$ cat config.mk
export PLATFORM = sky130hd
export DESIGN_NAME = pwmtb_top
export DESIGN_NICKNAME = d
export VERILOG_FILES = /design/src/design/pwmtb_pkg.sv /design/src/design/pwmtb_sync_in.sv /design/src/design/pwmtb_counter.sv /design/src/design/pwmtb_top.sv
export VERILOG_INCLUDE_DIRS = /design/src /design/src/design
export SDC_FILE = /design/constraint.sdc
export NUM_CORES = 1
export LEC_CHECK = 0
export ABC_AREA = 1
export BUFFER_PORTS_ARGS = -buffer_cell sky130_fd_sc_hd__buf_4
export CAP_MARGIN = 20
export CORE_MARGIN = 1
export CORE_UTILIZATION = 28
export CTS_BUF_LIST = sky130_fd_sc_hd__clkbuf_4
export DETAILED_ROUTE_END_ITERATION = 7
export PLACE_DENSITY = 0.52
export SETUP_SLACK_MARGIN = 0.02
export SLEW_MARGIN = 20
export SYNTH_ARGS = -nofsm -noshare
export SYNTH_HDL_FRONTEND = slang
export SYNTH_SLANG_ARGS = --single-unit
$ cat constraint.sdc
create_clock -name clk_sys_in -period 5.36 [get_ports clk_sys_in]
set_clock_uncertainty 0.2 [all_clocks]
set_input_delay 0.268 -clock clk_sys_in [delete_from_list [all_inputs] [get_ports clk_sys_in]]
set_output_delay 0.268 -clock clk_sys_in [all_outputs]
set_load 0.05 [all_outputs]
$ cat src/design/pwmtb_params.svh
// Offsets, field positions, reset values and widths for the period and phase block.
// Assumes a 32-bit register port with byte addresses and two 16-bit half-word write enables.
//
// Contract
// - Period fraction lives in bits 15 to 8.
// - Period fraction always reaches its shadow copy.
// - Fraction counts only with high resolution enabled.
// - Legacy and mirror reach the same period.
// - Period and fraction mirrors share one word.
// - Period mirror reads return the active period.
// - Shadow mode loads active period at zero.
// - Immediate mode writes the active period directly.
// - Both fraction locations write the period fraction.
// - Phase loading off leaves sync events ignored.
// - Phase loading on loads phase at sync.
// - Sync comes from pin or software force.
// - Phase value sets offset from upstream base.
// - Phase fraction lives in bits 31 to 24.
`ifndef PWMTB_PARAMS_SVH
`define PWMTB_PARAMS_SVH

`define PWMTB_ADDR_W          8
`define PWMTB_DATA_W          32
`define PWMTB_VAL_W           16
`define PWMTB_FRAC_W          8

`define PWMTB_OFS_PERIOD      8'h00
`define PWMTB_OFS_PRD_FRAC    8'h04
`define PWMTB_OFS_PRD_MIRROR  8'h08
`define PWMTB_OFS_PHASE       8'h0C
`define PWMTB_OFS_CONTROL     8'h10
`define PWMTB_OFS_COUNT       8'h14
`define PWMTB_OFS_HR_CTRL     8'h18

`define PWMTB_FRAC_MSB        15
`define PWMTB_FRAC_LSB        8
`define PWMTB_HI_FRAC_MSB     31
`define PWMTB_HI_FRAC_LSB     24
`define PWMTB_BIT_PHASE_EN    2
`define PWMTB_BIT_LOAD_MODE   3
`define PWMTB_BIT_SW_SYNC     6
`define PWMTB_BIT_HR_EN       0

`define PWMTB_RST_VAL         16'h0000
`define PWMTB_RST_FRAC        8'h00

`endif

$ cat src/design/pwmtb_pkg.sv
// Types shared by the period and phase block.
// Assumes the constants header is on the include path.
`default_nettype none
`include "pwmtb_params.svh"

package pwmtb_pkg;

    typedef struct packed {
        logic [`PWMTB_ADDR_W-1:0] addr;
        logic [`PWMTB_DATA_W-1:0] wdata;
        logic [1:0]               half;
        logic                     wr;
        logic                     rd;
    } pwmtb_bus_req_t;

    typedef struct packed {
        logic [`PWMTB_VAL_W-1:0]  value;
        logic [`PWMTB_FRAC_W-1:0] frac;
    } pwmtb_hr_val_t;

endpackage

`default_nettype wire

$ cat src/design/pwmtb_sync_in.sv
// Synchroniser and rising-edge detector for the sync input pin.
// Assumes the pin is asynchronous to clk_sys_in.
`default_nettype none
`include "pwmtb_params.svh"

module pwmtb_sync_in
    import pwmtb_pkg::*;
(
    input  wire logic clk_sys_in,
    input  wire logic rst_in,
    input  wire logic ce_in,
    input  wire logic pin_in,
    output logic      rise_out
);

    logic meta_r;
    logic sync_r;
    logic prev_r;

    // The first stage feeds only the second stage, so no logic sees a metastable level.
    always_ff @(posedge clk_sys_in or posedge rst_in)
    begin
        if (rst_in)
        begin
            meta_r <= 1'b0;
            sync_r <= 1'b0;
            prev_r <= 1'b0;
        end
        else if (ce_in)
        begin
            meta_r <= pin_in;
            sync_r <= meta_r;
            prev_r <= sync_r;
        end
    end

    assign rise_out = sync_r & ~prev_r;

endmodule

`default_nettype wire

$ cat src/design/pwmtb_counter.sv
// Up-counting time-base counter with phase load and software write.
// Assumes the period input is the active period, stable between its own updates.
`default_nettype none
`include "pwmtb_params.svh"

module pwmtb_counter
    import pwmtb_pkg::*;
#(
    parameter int VAL_W = `PWMTB_VAL_W
)
(
    input  wire logic             clk_sys_in,
    input  wire logic             rst_in,
    input  wire logic             ce_in,
    input  wire logic [VAL_W-1:0] period_in,
    input  wire logic             load_in,
    input  wire logic [VAL_W-1:0] load_val_in,
    input  wire logic             wr_in,
    input  wire logic [VAL_W-1:0] wr_val_in,
    output logic      [VAL_W-1:0] count_out,
    output logic                  zero_out
);

    logic [VAL_W-1:0] count_r;
    logic [VAL_W-1:0] count_nxt;
    wire              wrap = (count_r >= period_in);

    // A sync load takes priority over a software write, which beats counting.
    assign count_nxt = load_in ? load_val_in :
                       wr_in   ? wr_val_in   :
                       wrap    ? '0          : count_r + 1'b1;

    always_ff @(posedge clk_sys_in or posedge rst_in)
    begin
        if (rst_in)
            count_r <= '0;
        else if (ce_in)
            count_r <= count_nxt;
    end

    assign count_out = count_r;
    assign zero_out  = (count_r == '0);

endmodule

`default_nettype wire

$ cat src/design/pwmtb_top.sv
// Period and phase register set of a PWM time-base, with its counter.
// Assumes a register master on clk_sys_in and an asynchronous sync pin.
//
// Implementation choices: the address-and-strobe port and the register addresses.
`default_nettype none
`include "pwmtb_params.svh"

module pwmtb_top
    import pwmtb_pkg::*;
#(
    parameter int VAL_W  = `PWMTB_VAL_W,
    parameter int FRAC_W = `PWMTB_FRAC_W
)
(
    input  wire logic                      clk_sys_in,
    input  wire logic                      rst_in,
    input  wire logic                      ce_in,
    input  wire pwmtb_bus_req_t            bus_in,
    output logic     [`PWMTB_DATA_W-1:0]   rd_data_out,
    input  wire logic                      sync_pin_in,
    output logic     [VAL_W-1:0]           count_out,
    output logic                           zero_out,
    output pwmtb_hr_val_t                  eff_period_out,
    output pwmtb_hr_val_t                  phase_out
);

    // Register state.
    logic [VAL_W-1:0]         prd_shadow_r;
    logic [VAL_W-1:0]         prd_active_r;
    logic [FRAC_W-1:0]        frac_shadow_r;
    logic [FRAC_W-1:0]        frac_active_r;
    logic [VAL_W-1:0]         phase_r;
    logic [FRAC_W-1:0]        phase_frac_r;
    logic                     phase_en_r;
    logic                     load_mode_r;
    logic                     hr_en_r;
    logic [`PWMTB_DATA_W-1:0] rd_data_r;
    logic [`PWMTB_DATA_W-1:0] rd_data_nxt;
    pwmtb_hr_val_t            eff_period_r;
    pwmtb_hr_val_t            eff_period_nxt;

    logic [VAL_W-1:0] count;
    logic             ctr_zero;
    logic             pin_rise;

    // Address decode.
    wire wr     = bus_in.wr;
    wire lo     = bus_in.half[0];
    wire hi     = bus_in.half[1];
    wire hit_pl = (bus_in.addr == `PWMTB_OFS_PERIOD);
    wire hit_pf = (bus_in.addr == `PWMTB_OFS_PRD_FRAC);
    wire hit_pm = (bus_in.addr == `PWMTB_OFS_PRD_MIRROR);
    wire hit_ph = (bus_in.addr == `PWMTB_OFS_PHASE);
    wire hit_ct = (bus_in.addr == `PWMTB_OFS_CONTROL);
    wire hit_cn = (bus_in.addr == `PWMTB_OFS_COUNT);
    wire hit_hr = (bus_in.addr == `PWMTB_OFS_HR_CTRL);

    wire [VAL_W-1:0]  wr_lo   = bus_in.wdata[VAL_W-1:0];
    wire [FRAC_W-1:0] wr_frac = bus_in.wdata[`PWMTB_FRAC_MSB:`PWMTB_FRAC_LSB];
    wire [FRAC_W-1:0] wr_hfr  = bus_in.wdata[`PWMTB_HI_FRAC_MSB:`PWMTB_HI_FRAC_LSB];

    // Legacy and mirror period locations both reach the one period pair.
    wire wr_period   = wr & lo & (hit_pl | hit_pm);
    wire wr_prd_act  = wr_period & load_mode_r;
    wire wr_prd_shd  = wr_period & ~load_mode_r;
    // The fraction mirror is the upper half of the mirror word, so one write sets both.
    wire wr_frac_lo  = wr & lo & hit_pf;
    wire wr_frac_hi  = wr & hi & hit_pm;
    wire wr_ctrl     = wr & lo & hit_ct;
    wire sw_sync     = wr_ctrl & bus_in.wdata[`PWMTB_BIT_SW_SYNC];
    wire sync_evt    = pin_rise | sw_sync;
    wire phase_load  = sync_evt & phase_en_r;
    wire wr_count    = wr & lo & hit_cn;

    // Only the fraction byte of a word is stored, bits 15 to 8 or 31 to 24; the low byte of the fraction word has no flops.
    wire [FRAC_W-1:0] frac_nxt = wr_frac_lo ? wr_frac :
                                 wr_frac_hi ? wr_hfr  : frac_shadow_r;

    // The period value sits in the low half, its fraction in bits 15 to 8 of the fraction word.
    function automatic logic [`PWMTB_DATA_W-1:0] frac_word(input logic [FRAC_W-1:0] f);
        frac_word = {16'h0000, f, 8'h00};
    endfunction

    function automatic logic [`PWMTB_DATA_W-1:0] val_word(input logic [VAL_W-1:0] v);
        val_word = {16'h0000, v};
    endfunction

    // The legacy location shows the shadow in shadow mode; the mirror always shows the active
    // value. The upper half of the mirror word reads zero because its contents are undefined.
    wire [VAL_W-1:0] legacy_view = load_mode_r ? prd_active_r : prd_shadow_r;

    always_comb
    begin
        rd_data_nxt = '0;
        if (bus_in.rd)
        begin
            if (hit_pl)
                rd_data_nxt = val_word(legacy_view);
            else if (hit_pf)
                rd_data_nxt = frac_word(frac_shadow_r);
            else if (hit_pm)
                rd_data_nxt = val_word(prd_active_r);
            else if (hit_ph)
                rd_data_nxt = {phase_frac_r, 8'h00, phase_r};
            else if (hit_ct)
                rd_data_nxt = {28'h0000000, load_mode_r, phase_en_r, 2'h0};
            else if (hit_cn)
                rd_data_nxt = val_word(count);
            else if (hit_hr)
                rd_data_nxt = {31'h00000000, hr_en_r};
        end
    end

    // The fraction only shapes the period when high resolution is on.
    assign eff_period_nxt.value = prd_active_r;
    assign eff_period_nxt.frac  = hr_en_r ? frac_active_r : '0;

    always_ff @(posedge clk_sys_in or posedge rst_in)
    begin
        if (rst_in)
        begin
            prd_shadow_r  <= `PWMTB_RST_VAL;
            prd_active_r  <= `PWMTB_RST_VAL;
            frac_shadow_r <= `PWMTB_RST_FRAC;
            frac_active_r <= `PWMTB_RST_FRAC;
            phase_r       <= `PWMTB_RST_VAL;
            phase_frac_r  <= `PWMTB_RST_FRAC;
        end
        else if (ce_in)
        begin
            if (wr_prd_shd)
                prd_shadow_r <= wr_lo;
            if (wr_prd_act)
                prd_active_r <= wr_lo;
            else if (ctr_zero && !load_mode_r)
                prd_active_r <= prd_shadow_r;
            frac_shadow_r <= frac_nxt;
            // The fraction has no immediate mode, so it always moves across at zero.
            if (ctr_zero)
                frac_active_r <= frac_shadow_r;
            if (wr && lo && hit_ph)
                phase_r <= wr_lo;
            if (wr && hi && hit_ph)
                phase_frac_r <= wr_hfr;
        end
    end

    always_ff @(posedge clk_sys_in or posedge rst_in)
    begin
        if (rst_in)
        begin
            phase_en_r   <= 1'b0;
            load_mode_r  <= 1'b0;
            hr_en_r      <= 1'b0;
            rd_data_r    <= '0;
            eff_period_r <= '0;
        end
        else if (ce_in)
        begin
            if (wr_ctrl)
            begin
                phase_en_r  <= bus_in.wdata[`PWMTB_BIT_PHASE_EN];
                load_mode_r <= bus_in.wdata[`PWMTB_BIT_LOAD_MODE];
            end
            if (wr && lo && hit_hr)
                hr_en_r <= bus_in.wdata[`PWMTB_BIT_HR_EN];
            rd_data_r    <= rd_data_nxt;
            eff_period_r <= eff_period_nxt;
        end
    end

    pwmtb_sync_in i_pwmtb_sync_in
    (
        .clk_sys_in (clk_sys_in),
        .rst_in     (rst_in),
        .ce_in      (ce_in),
        .pin_in     (sync_pin_in),
        .rise_out   (pin_rise)
    );

    pwmtb_counter #(.VAL_W(VAL_W)) i_pwmtb_counter
    (
        .clk_sys_in  (clk_sys_in),
        .rst_in      (rst_in),
        .ce_in       (ce_in),
        .period_in   (prd_active_r),
        .load_in     (phase_load),
        .load_val_in (phase_r),
        .wr_in       (wr_count),
        .wr_val_in   (wr_lo),
        .count_out   (count),
        .zero_out    (ctr_zero)
    );

    assign rd_data_out      = rd_data_r;
    assign count_out        = count;
    assign zero_out         = ctr_zero;
    assign eff_period_out   = eff_period_r;
    assign phase_out.value  = phase_r;
    assign phase_out.frac   = phase_frac_r;

    // Checks on the behaviour above.

    a_shadow_zero_load: assert property (
        @(posedge clk_sys_in) disable iff (rst_in)
        (ce_in && !load_mode_r && ctr_zero && !wr_ctrl)
            |=> (prd_active_r == $past(prd_shadow_r)))
        else $error("active period not loaded from shadow at zero");

    a_immediate_period: assert property (
        @(posedge clk_sys_in) disable iff (rst_in)
        (ce_in && load_mode_r && wr && lo && hit_pm)
            |=> (prd_active_r == $past(bus_in.wdata[15:0])) && ($stable(prd_shadow_r)))
        else $error("immediate period write did not reach active period");

    a_mirror_reads_active: assert property (
        @(posedge clk_sys_in) disable iff (rst_in)
        (ce_in && bus_in.rd && hit_pm)
            |=> (rd_data_out == {16'h0000, $past(prd_active_r)}))
        else $error("period mirror read did not return active value");

    a_legacy_shadow_read: assert property (
        @(posedge clk_sys_in) disable iff (rst_in)
        (ce_in && bus_in.rd && hit_pl && !load_mode_r)
            |=> (rd_data_out[15:0] == $past(prd_shadow_r)))
        else $error("legacy period read did not return shadow in shadow mode");

    a_frac_mirror_write: assert property (
        @(posedge clk_sys_in) disable iff (rst_in)
        (ce_in && wr && hit_pm && bus_in.half == 2'b11 && !load_mode_r)
            |=> (frac_shadow_r == $past(bus_in.wdata[31:24]))
                && (prd_shadow_r == $past(bus_in.wdata[15:0])))
        else $error("one mirror word write did not set period and fraction");

    a_frac_read_layout: assert property (
        @(posedge clk_sys_in) disable iff (rst_in)
        (ce_in && bus_in.rd && hit_pf)
            |=> (rd_data_out[7:0] == 8'h00) && (rd_data_out[15:8] == $past(frac_shadow_r)))
        else $error("period fraction read layout wrong");

    a_hr_gates_frac: assert property (
        @(posedge clk_sys_in) disable iff (rst_in)
        (ce_in && !hr_en_r) |=> (eff_period_out.frac == 8'h00))
        else $error("fraction used while high resolution is off");

    a_phase_on_sync: assert property (
        @(posedge clk_sys_in) disable iff (rst_in)
        (ce_in && phase_en_r && sync_evt) |=> (count_out == $past(phase_r)))
        else $error("counter not loaded with phase on sync");

    a_sync_ignored: assert property (
        @(posedge clk_sys_in) disable iff (rst_in)
        (ce_in && !phase_en_r && sync_evt && !wr_count)
            |=> (count_out == (($past(count) >= $past(prd_active_r)) ? 16'h0000
                                : 16'($past(count) + 16'h0001))))
        else $error("counter disturbed by sync while phase loading is off");

    a_sw_sync_source: assert property (
        @(posedge clk_sys_in) disable iff (rst_in)
        (ce_in && phase_en_r && wr_ctrl && bus_in.wdata[6]) |-> phase_load)
        else $error("software sync did not raise a sync event");

    a_frac_shadow_only: assert property (
        @(posedge clk_sys_in) disable iff (rst_in)
        (ce_in && wr_frac_lo) |=> (frac_shadow_r == $past(bus_in.wdata[15:8])))
        else $error("fraction write did not reach its shadow");

    a_legacy_active_read: assert property (
        @(posedge clk_sys_in) disable iff (rst_in)
        (ce_in && bus_in.rd && hit_pl && load_mode_r)
            |=> (rd_data_out == {16'h0000, $past(prd_active_r)}))
        else $error("legacy period read did not return active in immediate mode");

    a_frac_mirror_half: assert property (
        @(posedge clk_sys_in) disable iff (rst_in)
        (ce_in && wr && hi && hit_pm)
            |=> (frac_shadow_r == $past(bus_in.wdata[31:24])))
        else $error("fraction mirror write did not reach the fraction shadow");

    // The fraction has no immediate path, so the zero crossing is its only way to the active copy.
    a_frac_zero_load: assert property (
        @(posedge clk_sys_in) disable iff (rst_in)
        (ce_in && ctr_zero) |=> (frac_active_r == $past(frac_shadow_r)))
        else $error("active fraction not loaded from shadow at zero");

    a_hr_passes_frac: assert property (
        @(posedge clk_sys_in) disable iff (rst_in)
        (ce_in && hr_en_r) |=> (eff_period_out.frac == $past(frac_active_r)))
        else $error("fraction not used while high resolution is on");

    a_phase_frac_write: assert property (
        @(posedge clk_sys_in) disable iff (rst_in)
        (ce_in && wr && hi && hit_ph)
            |=> (phase_frac_r == $past(bus_in.wdata[31:24])))
        else $error("phase fraction write did not land");

    a_phase_read_layout: assert property (
        @(posedge clk_sys_in) disable iff (rst_in)
        (ce_in && bus_in.rd && hit_ph)
            |=> (rd_data_out == {$past(phase_frac_r), 8'h00, $past(phase_r)}))
        else $error("phase read layout wrong");

endmodule

`default_nettype wire

==> Word level (Yosys, flattened, before mapping) <==
Cells that the tools add are included.
{ "totals": {"output_inout_bits": 97, "ram_bits": 0, "regBits": 150, "latchBits": 0, "n_memories": 0, "rom_bits": 0, "inputBits": 48, "word_cells": 76} }
{ "classes": {"n_reduce_logical": 19, "div": 0, "mux": 17, "bitwise": 16, "shift": 0, "addsub": 1, "n_eq_ne": 6, "n_lt_le_gt_ge": 1, "mul": 0} }
{ "ops": {"columns": ["op", "count"], "rows": [
  ["32-bit two-way mux", 5],
  ["16-bit two-way mux", 8],
  ["8-bit by 5-bit equality test with 1-bit output, second input constant", 3],
  ["8-bit two-way mux", 3],
  ["16-bit by 1-bit adder with 16-bit output, second input constant", 1],
  ["8-bit by 4-bit equality test with 1-bit output, second input constant", 2],
  ["16-bit greater-or-equal comparator", 1],
  ["16-bit logical NOT", 1],
  ["2-bit AND reduction", 8],
  ["1-bit bitwise AND", 12],
  ["8-bit by 3-bit equality test with 1-bit output, second input constant", 1],
  ["8-bit logical NOT", 1],
  ["1-bit logical AND", 6],
  ["2-bit nonzero test", 2],
  ["1-bit inverter", 2],
  ["1-bit OR", 2],
  ["1-bit logical NOT", 1],
  ["1-bit two-way mux", 1]
]} }

==> Logic depth before layout (Yosys ltp) <==
{ "logic_depth": {"word_depth": 9, "ltp_mapped": 15, "ltp_nobuf": 14} }

==> Modules after synthesis <==
From an unflattened synthesis, not the netlist that was laid out.
{ "hier_totals": {"hier_cells": 1118, "hier_area_um2": 8082.8} }
{ "by_module_without_submodules": {"columns": ["mod", "seq_area_each_um2", "area_each_um2", "cells_each", "n_inst"], "rows": [
  ["pwmtb_top", 3078.0, 5968.2, 773, 1],
  ["pwmtb_counter", 400.4, 1990.7, 329, 1],
  ["pwmtb_sync_in", 75.1, 123.9, 16, 1]
]} }

==> Worst setup path after synthesis <==
OpenSTA, ideal clock, no wires.
{ "synth_timing": {"path_kind": "flip-flop to flip-flop", "from": "reg i_pwmtb_counter.count_r[0] (netlist: i_pwmtb_counter.count_out[0])", "to": "reg frac_active_r[0]", "arrival_time_ns": 2.634, "required_ns": 5.042, "period_less_slack_ns": 2.952, "setup_ns": 0.118, "slack_ns": 2.408, "stages_incl_launch_ff": 9, "path_buffers": 1, "cell_sequence": "dfrtp_1 > inv_1 > ha_1 > nand3_1 > nor4_2 > nand2_2 > buf_6 > nand2_2 > o21ai_2"} }
{ "synth_between": {"elab_chain_len": 2} }
{ "synth_lines": {"columns": ["element", "line_no", "rtl"], "rows": [
  ["start: declaration", "pwmtb_counter.sv:24", "logic [VAL_W-1:0] count_r;"],
  ["start signal: assignment", "pwmtb_counter.sv:38", "count_r <= count_nxt;"],
  ["16-bit logical NOT", "pwmtb_counter.sv:42", "assign zero_out = (count_r == '0);"],
  ["named net zero_out", "pwmtb_top.sv:22", "output logic zero_out,"],
  ["2-bit AND reduction (no source line)", null, null],
  ["end signal: assignment", "pwmtb_top.sv:125", "frac_active_r <= `PWMTB_RST_FRAC;"],
  ["end signal: assignment", "pwmtb_top.sv:140", "frac_active_r <= frac_shadow_r;"],
  ["end: declaration", "pwmtb_top.sv:31", "logic [FRAC_W-1:0] frac_active_r;"]
]} }
The timed path passes the listed nets, and every way through them passes these cells.
A chain may end at the register's enable or synchronous reset.

==> Worst setup path in the final report <==
{ "layout_timing": {"from": "in bus_in[36] in the netlist's numbering", "to": "reg phase_en_r"} }
{ "layout_between": {"elab_chain_len": 3} }
{ "layout_lines": {"columns": ["element", "line_no", "rtl"], "rows": [
  ["start: declaration", "pwmtb_top.sv:18", "input wire pwmtb_bus_req_t bus_in,"],
  ["8-bit by 5-bit equality test with 1-bit output (no source line)", null, null],
  ["1-bit bitwise AND", "pwmtb_top.sv:69", "wire wr_ctrl = wr & lo & hit_ct;"],
  ["2-bit AND reduction (no source line)", null, null],
  ["end signal: assignment", "pwmtb_top.sv:162", "phase_en_r <= bus_in.wdata[`PWMTB_BIT_PHASE_EN];"],
  ["end: declaration", "pwmtb_top.sv:34", "logic phase_en_r;"]
]} }
No other way between the ends.

==> run metrics <==
status finished, violations left; violated checks design-rule violations; row count 61; share of cells above drive strength 1 0.179; core area 27800 um^2; Die Wd 170 um; routability cong. 0.863; Max Cap Viol 0; Final Cycle Share 0.795; Leakage 5.00 nW; initial antenna violation count 1; area leader, netlist dfrtp_1; top cell family by delay on the critical path buffers and inverters; top sig layer met4; WL met3 1640 um; final instance area 9760 um^2; Critical Path Start bus_in[36]; worst path buffer plus inverter count 7; DRT iter0 DRCs 716; Startpoint Class input port; Reg clk slew, reported paths 0.14 ns; CP Max Fanout 4; TNS Setup 0 ns; post-synth cell types 44; maximum VDD drop 0.129 mV; Final ANT Viol Nets 0; post_cts resized 0; internal power 1.99 mW; Worst setup EP type register; Max Slew Vio Count 0; Post-Syn Area 7910 um^2; RSZ-0062 raised after global routing false; worst skew pair latency 0.59 ns; Nets 1252; clock network fraction of design power 0.198; top-count cell post-synth nand2_1; Hold Path Origin bus_in[1]; required time worst endpoint 5.69 ns; Post-DP Area 9100 um^2; post-DR wirelength/cell 17.4 um; Synth warnings 0; # setup viols final 0; PortBufs 128; Max-slew headroom 0.274; DIE HEIGHT 170 um; Cells after Synth 1047; Yosys reg bits 142; Min-Delay Path Class input port to register; P per Cell Area 384 nW/um^2; # clock sinks 142; worst path cell trace dlygate4sd3_1 > buf_4 > nor2_4 > dlygate4sd3_1 > nand3_2 > dlygate4sd3_1 > nor2_4 > dlygate4sd3_1 > nand2_1 > dlygate4sd3_1 > o21ai_0 > dlygate4sd3_1; Slew @ Worst Pin 1.08 ns; Comb pwr share 0.421; Initial Util 0.285; Slowest cell on crit path dlygate4sd3_1; Vias 7504; Top Ports 145; R2R Path Start load_mode_r; Root Buffer clkbuf_4; Largest stage delay, worst path 0.61 ns; minimum clock period after layout 4.26 ns; Flop pwr share 0.381; Pre-Repair DR Iteration Count 7; total grt overflow 0; EDFF count, synth 0; vias in the first global route 7154; sequential fraction of the synthesis area 0.449; vias per cell 4.76; Global Route Usage Sum 0.195; die area 28900 um^2; sum of routed wire segments on met1 13100 um; switching power 1.76 mW; average size of a mapped cell 7.56 um^2; top_reg_cell synth dfrtp_1; TritonCTS clock tree yes; WL final 27400 um; HPWL Detailed 19500 um; switch share 0.469; top cells by area, synth dfrtp_1 (45%), nand2_1 (17%), o21ai_0 (7.5%); largest net degree at the start of global routing 98; drt drc 2; H-Tree Level Count 4; Final Hold Fails 0; cell mode on critical path dlygate4sd3_1; DR WL met2 12000 um; area fraction of the dominant cell type after synthesis 0.449; area delta synth->final 23.4%; Tot Pwr 3.75 mW; clock tree buffer depth 2; Fmax 235 MHz; crit path DAT 4.59 ns; crit path kind input port to register; Synth top cells by count nand2_1 (359), dfrtp_1 (142), o21ai_0 (118); first-pass GRT wire length 42100 um; TritonCTS buffer count 17; FFs w/ async S/R, synth 1.00
worst reg2reg max path: cells and delay by family, from the launching register on:
kind            cells  cell delay (ns)
compound gates      3             1.27
flops               1             0.78
simple gates        1             0.73
worst paths after layout:
path / to / slack (ns) / depth (start not counted)
worst max-delay path: phase_en_r / 1.10 / 12
worst min-delay path: load_mode_r / 0.05 / 6
worst max register to register: prd_active_r[1] / 2.30 / 4
worst min register to register: i_pwmtb_sync_in.sync_r / 0.28 / 2
max in group asynchronous: phase_r[5] / 3.50 / 4
min in group asynchronous: eff_period_out[0] / 0.23 / 3
cell type report:
| class | count | area, um^2 |
|---|---|---|
| antenna | 1 | 2.50 |
| clock buffer | 17 | 128 |
| clock inverter | 15 | 163 |
| fill | 2994 | 18000 |
| inverter | 109 | 417 |
| multi-input combinational | 748 | 3670 |
| sequential | 142 | 3550 |
| tap | 378 | 473 |
| timing repair buffer | 168 | 1350 |
kinds of logic after synthesis:
group / after synthesis / synth area share
AND/OR/NAND/NOR: 512 / 0.273
AO/OA/AOI/OAI: 205 / 0.151
adder cells (fa/ha/maj): 18 / 0.0285
flip-flops: 142 / 0.449
buffers and inverters: 164 / 0.0906
other: 1 / 0.000474
multiplexers: 5 / 0.00791
state kept, by name (all words and copies together) (netlist names):
| signal | flops |
|---|---|
| phase_r | 16 |
| frac_shadow_r | 8 |
| prd_active_r | 16 |
| i_pwmtb_counter.count_out | 16 |
| phase_en_r | 1 |
| i_pwmtb_sync_in.sync_r | 1 |
| i_pwmtb_sync_in.prev_r | 1 |
| phase_frac_r | 8 |
| load_mode_r | 1 |
| eff_period_out | 24 |
| prd_shadow_r | 16 |
| frac_active_r | 8 |
| i_pwmtb_sync_in.meta_r | 1 |
| rd_data_out | 24 |
| hr_en_r | 1 |
power groups by stage:
stage / registers, mW / logic [mW] / clock network, mW
floorplan: 1.67 / 0.836 / 0
global placement: 1.44 / 1.54 / 0
detailed placement: 1.45 / 1.56 / 0
CTS: 1.43 / 1.58 / 0.764
global route: 1.45 / 1.75 / 0.807
finish: 1.43 / 1.58 / 0.742
layout by cell type (no fill, tap or decap), types with 2 or more instances in the layout:
cell type,Yosys,layout
nand2_1,359,359
dfrtp_1,142,142
buf_4,11,132
o21ai_0,118,118
inv_1,100,99
nor2_1,64,64
nand3_1,38,37
dlygate4sd3_1,0,36
a21oi_1,34,34
nand4_1,23,23
ha_1,18,18
clkbuf_4,0,17
nand2_2,8,8
a32o_1,8,8
o21ai_2,8,8
conb_1,1,8
inv_2,7,7
o211ai_1,7,7
nor2_2,6,6
o22ai_1,6,6
nor2_4,5,5
o21ai_1,5,5
o2111ai_1,5,5
nand3_2,3,4
a31oi_1,4,4
inv_6,0,4
clkinv_4,0,4
o221ai_1,3,3
o21bai_1,3,3
clkinv_2,0,3
o21ai_4,2,2
mux2_4,2,2
mux2_2,2,2
bufinv_16,0,2
clkinvlp_4,0,2
metrics by stage:
step	instances	hold WS (ns)	util	setup slack (ns)
global placement	1509	0.262	0.328	2.46
global route	1578	0.0785	0.351	1.02
CTS	1577	0.00835	0.351	1.25
detailed placement	1509	0.270	0.328	2.38
finish	1578	0.0540	0.351	1.10
floorplan	1054	0.185	-	1.08
layer usage:
layer  global-route usage  up-vias
met5                    0        -
met4               0.0674        0
met3               0.0372       35
met2                0.288      257
met1                0.282     3548
li1                     -     3664
repair_timing:
action,CTS,global route
endpoints found under the hold margin,186,0
buffers inserted,0,0
setup endpoints to repair,0,0
hold buffers,36,0
Power figures use the tool's default switching activity.
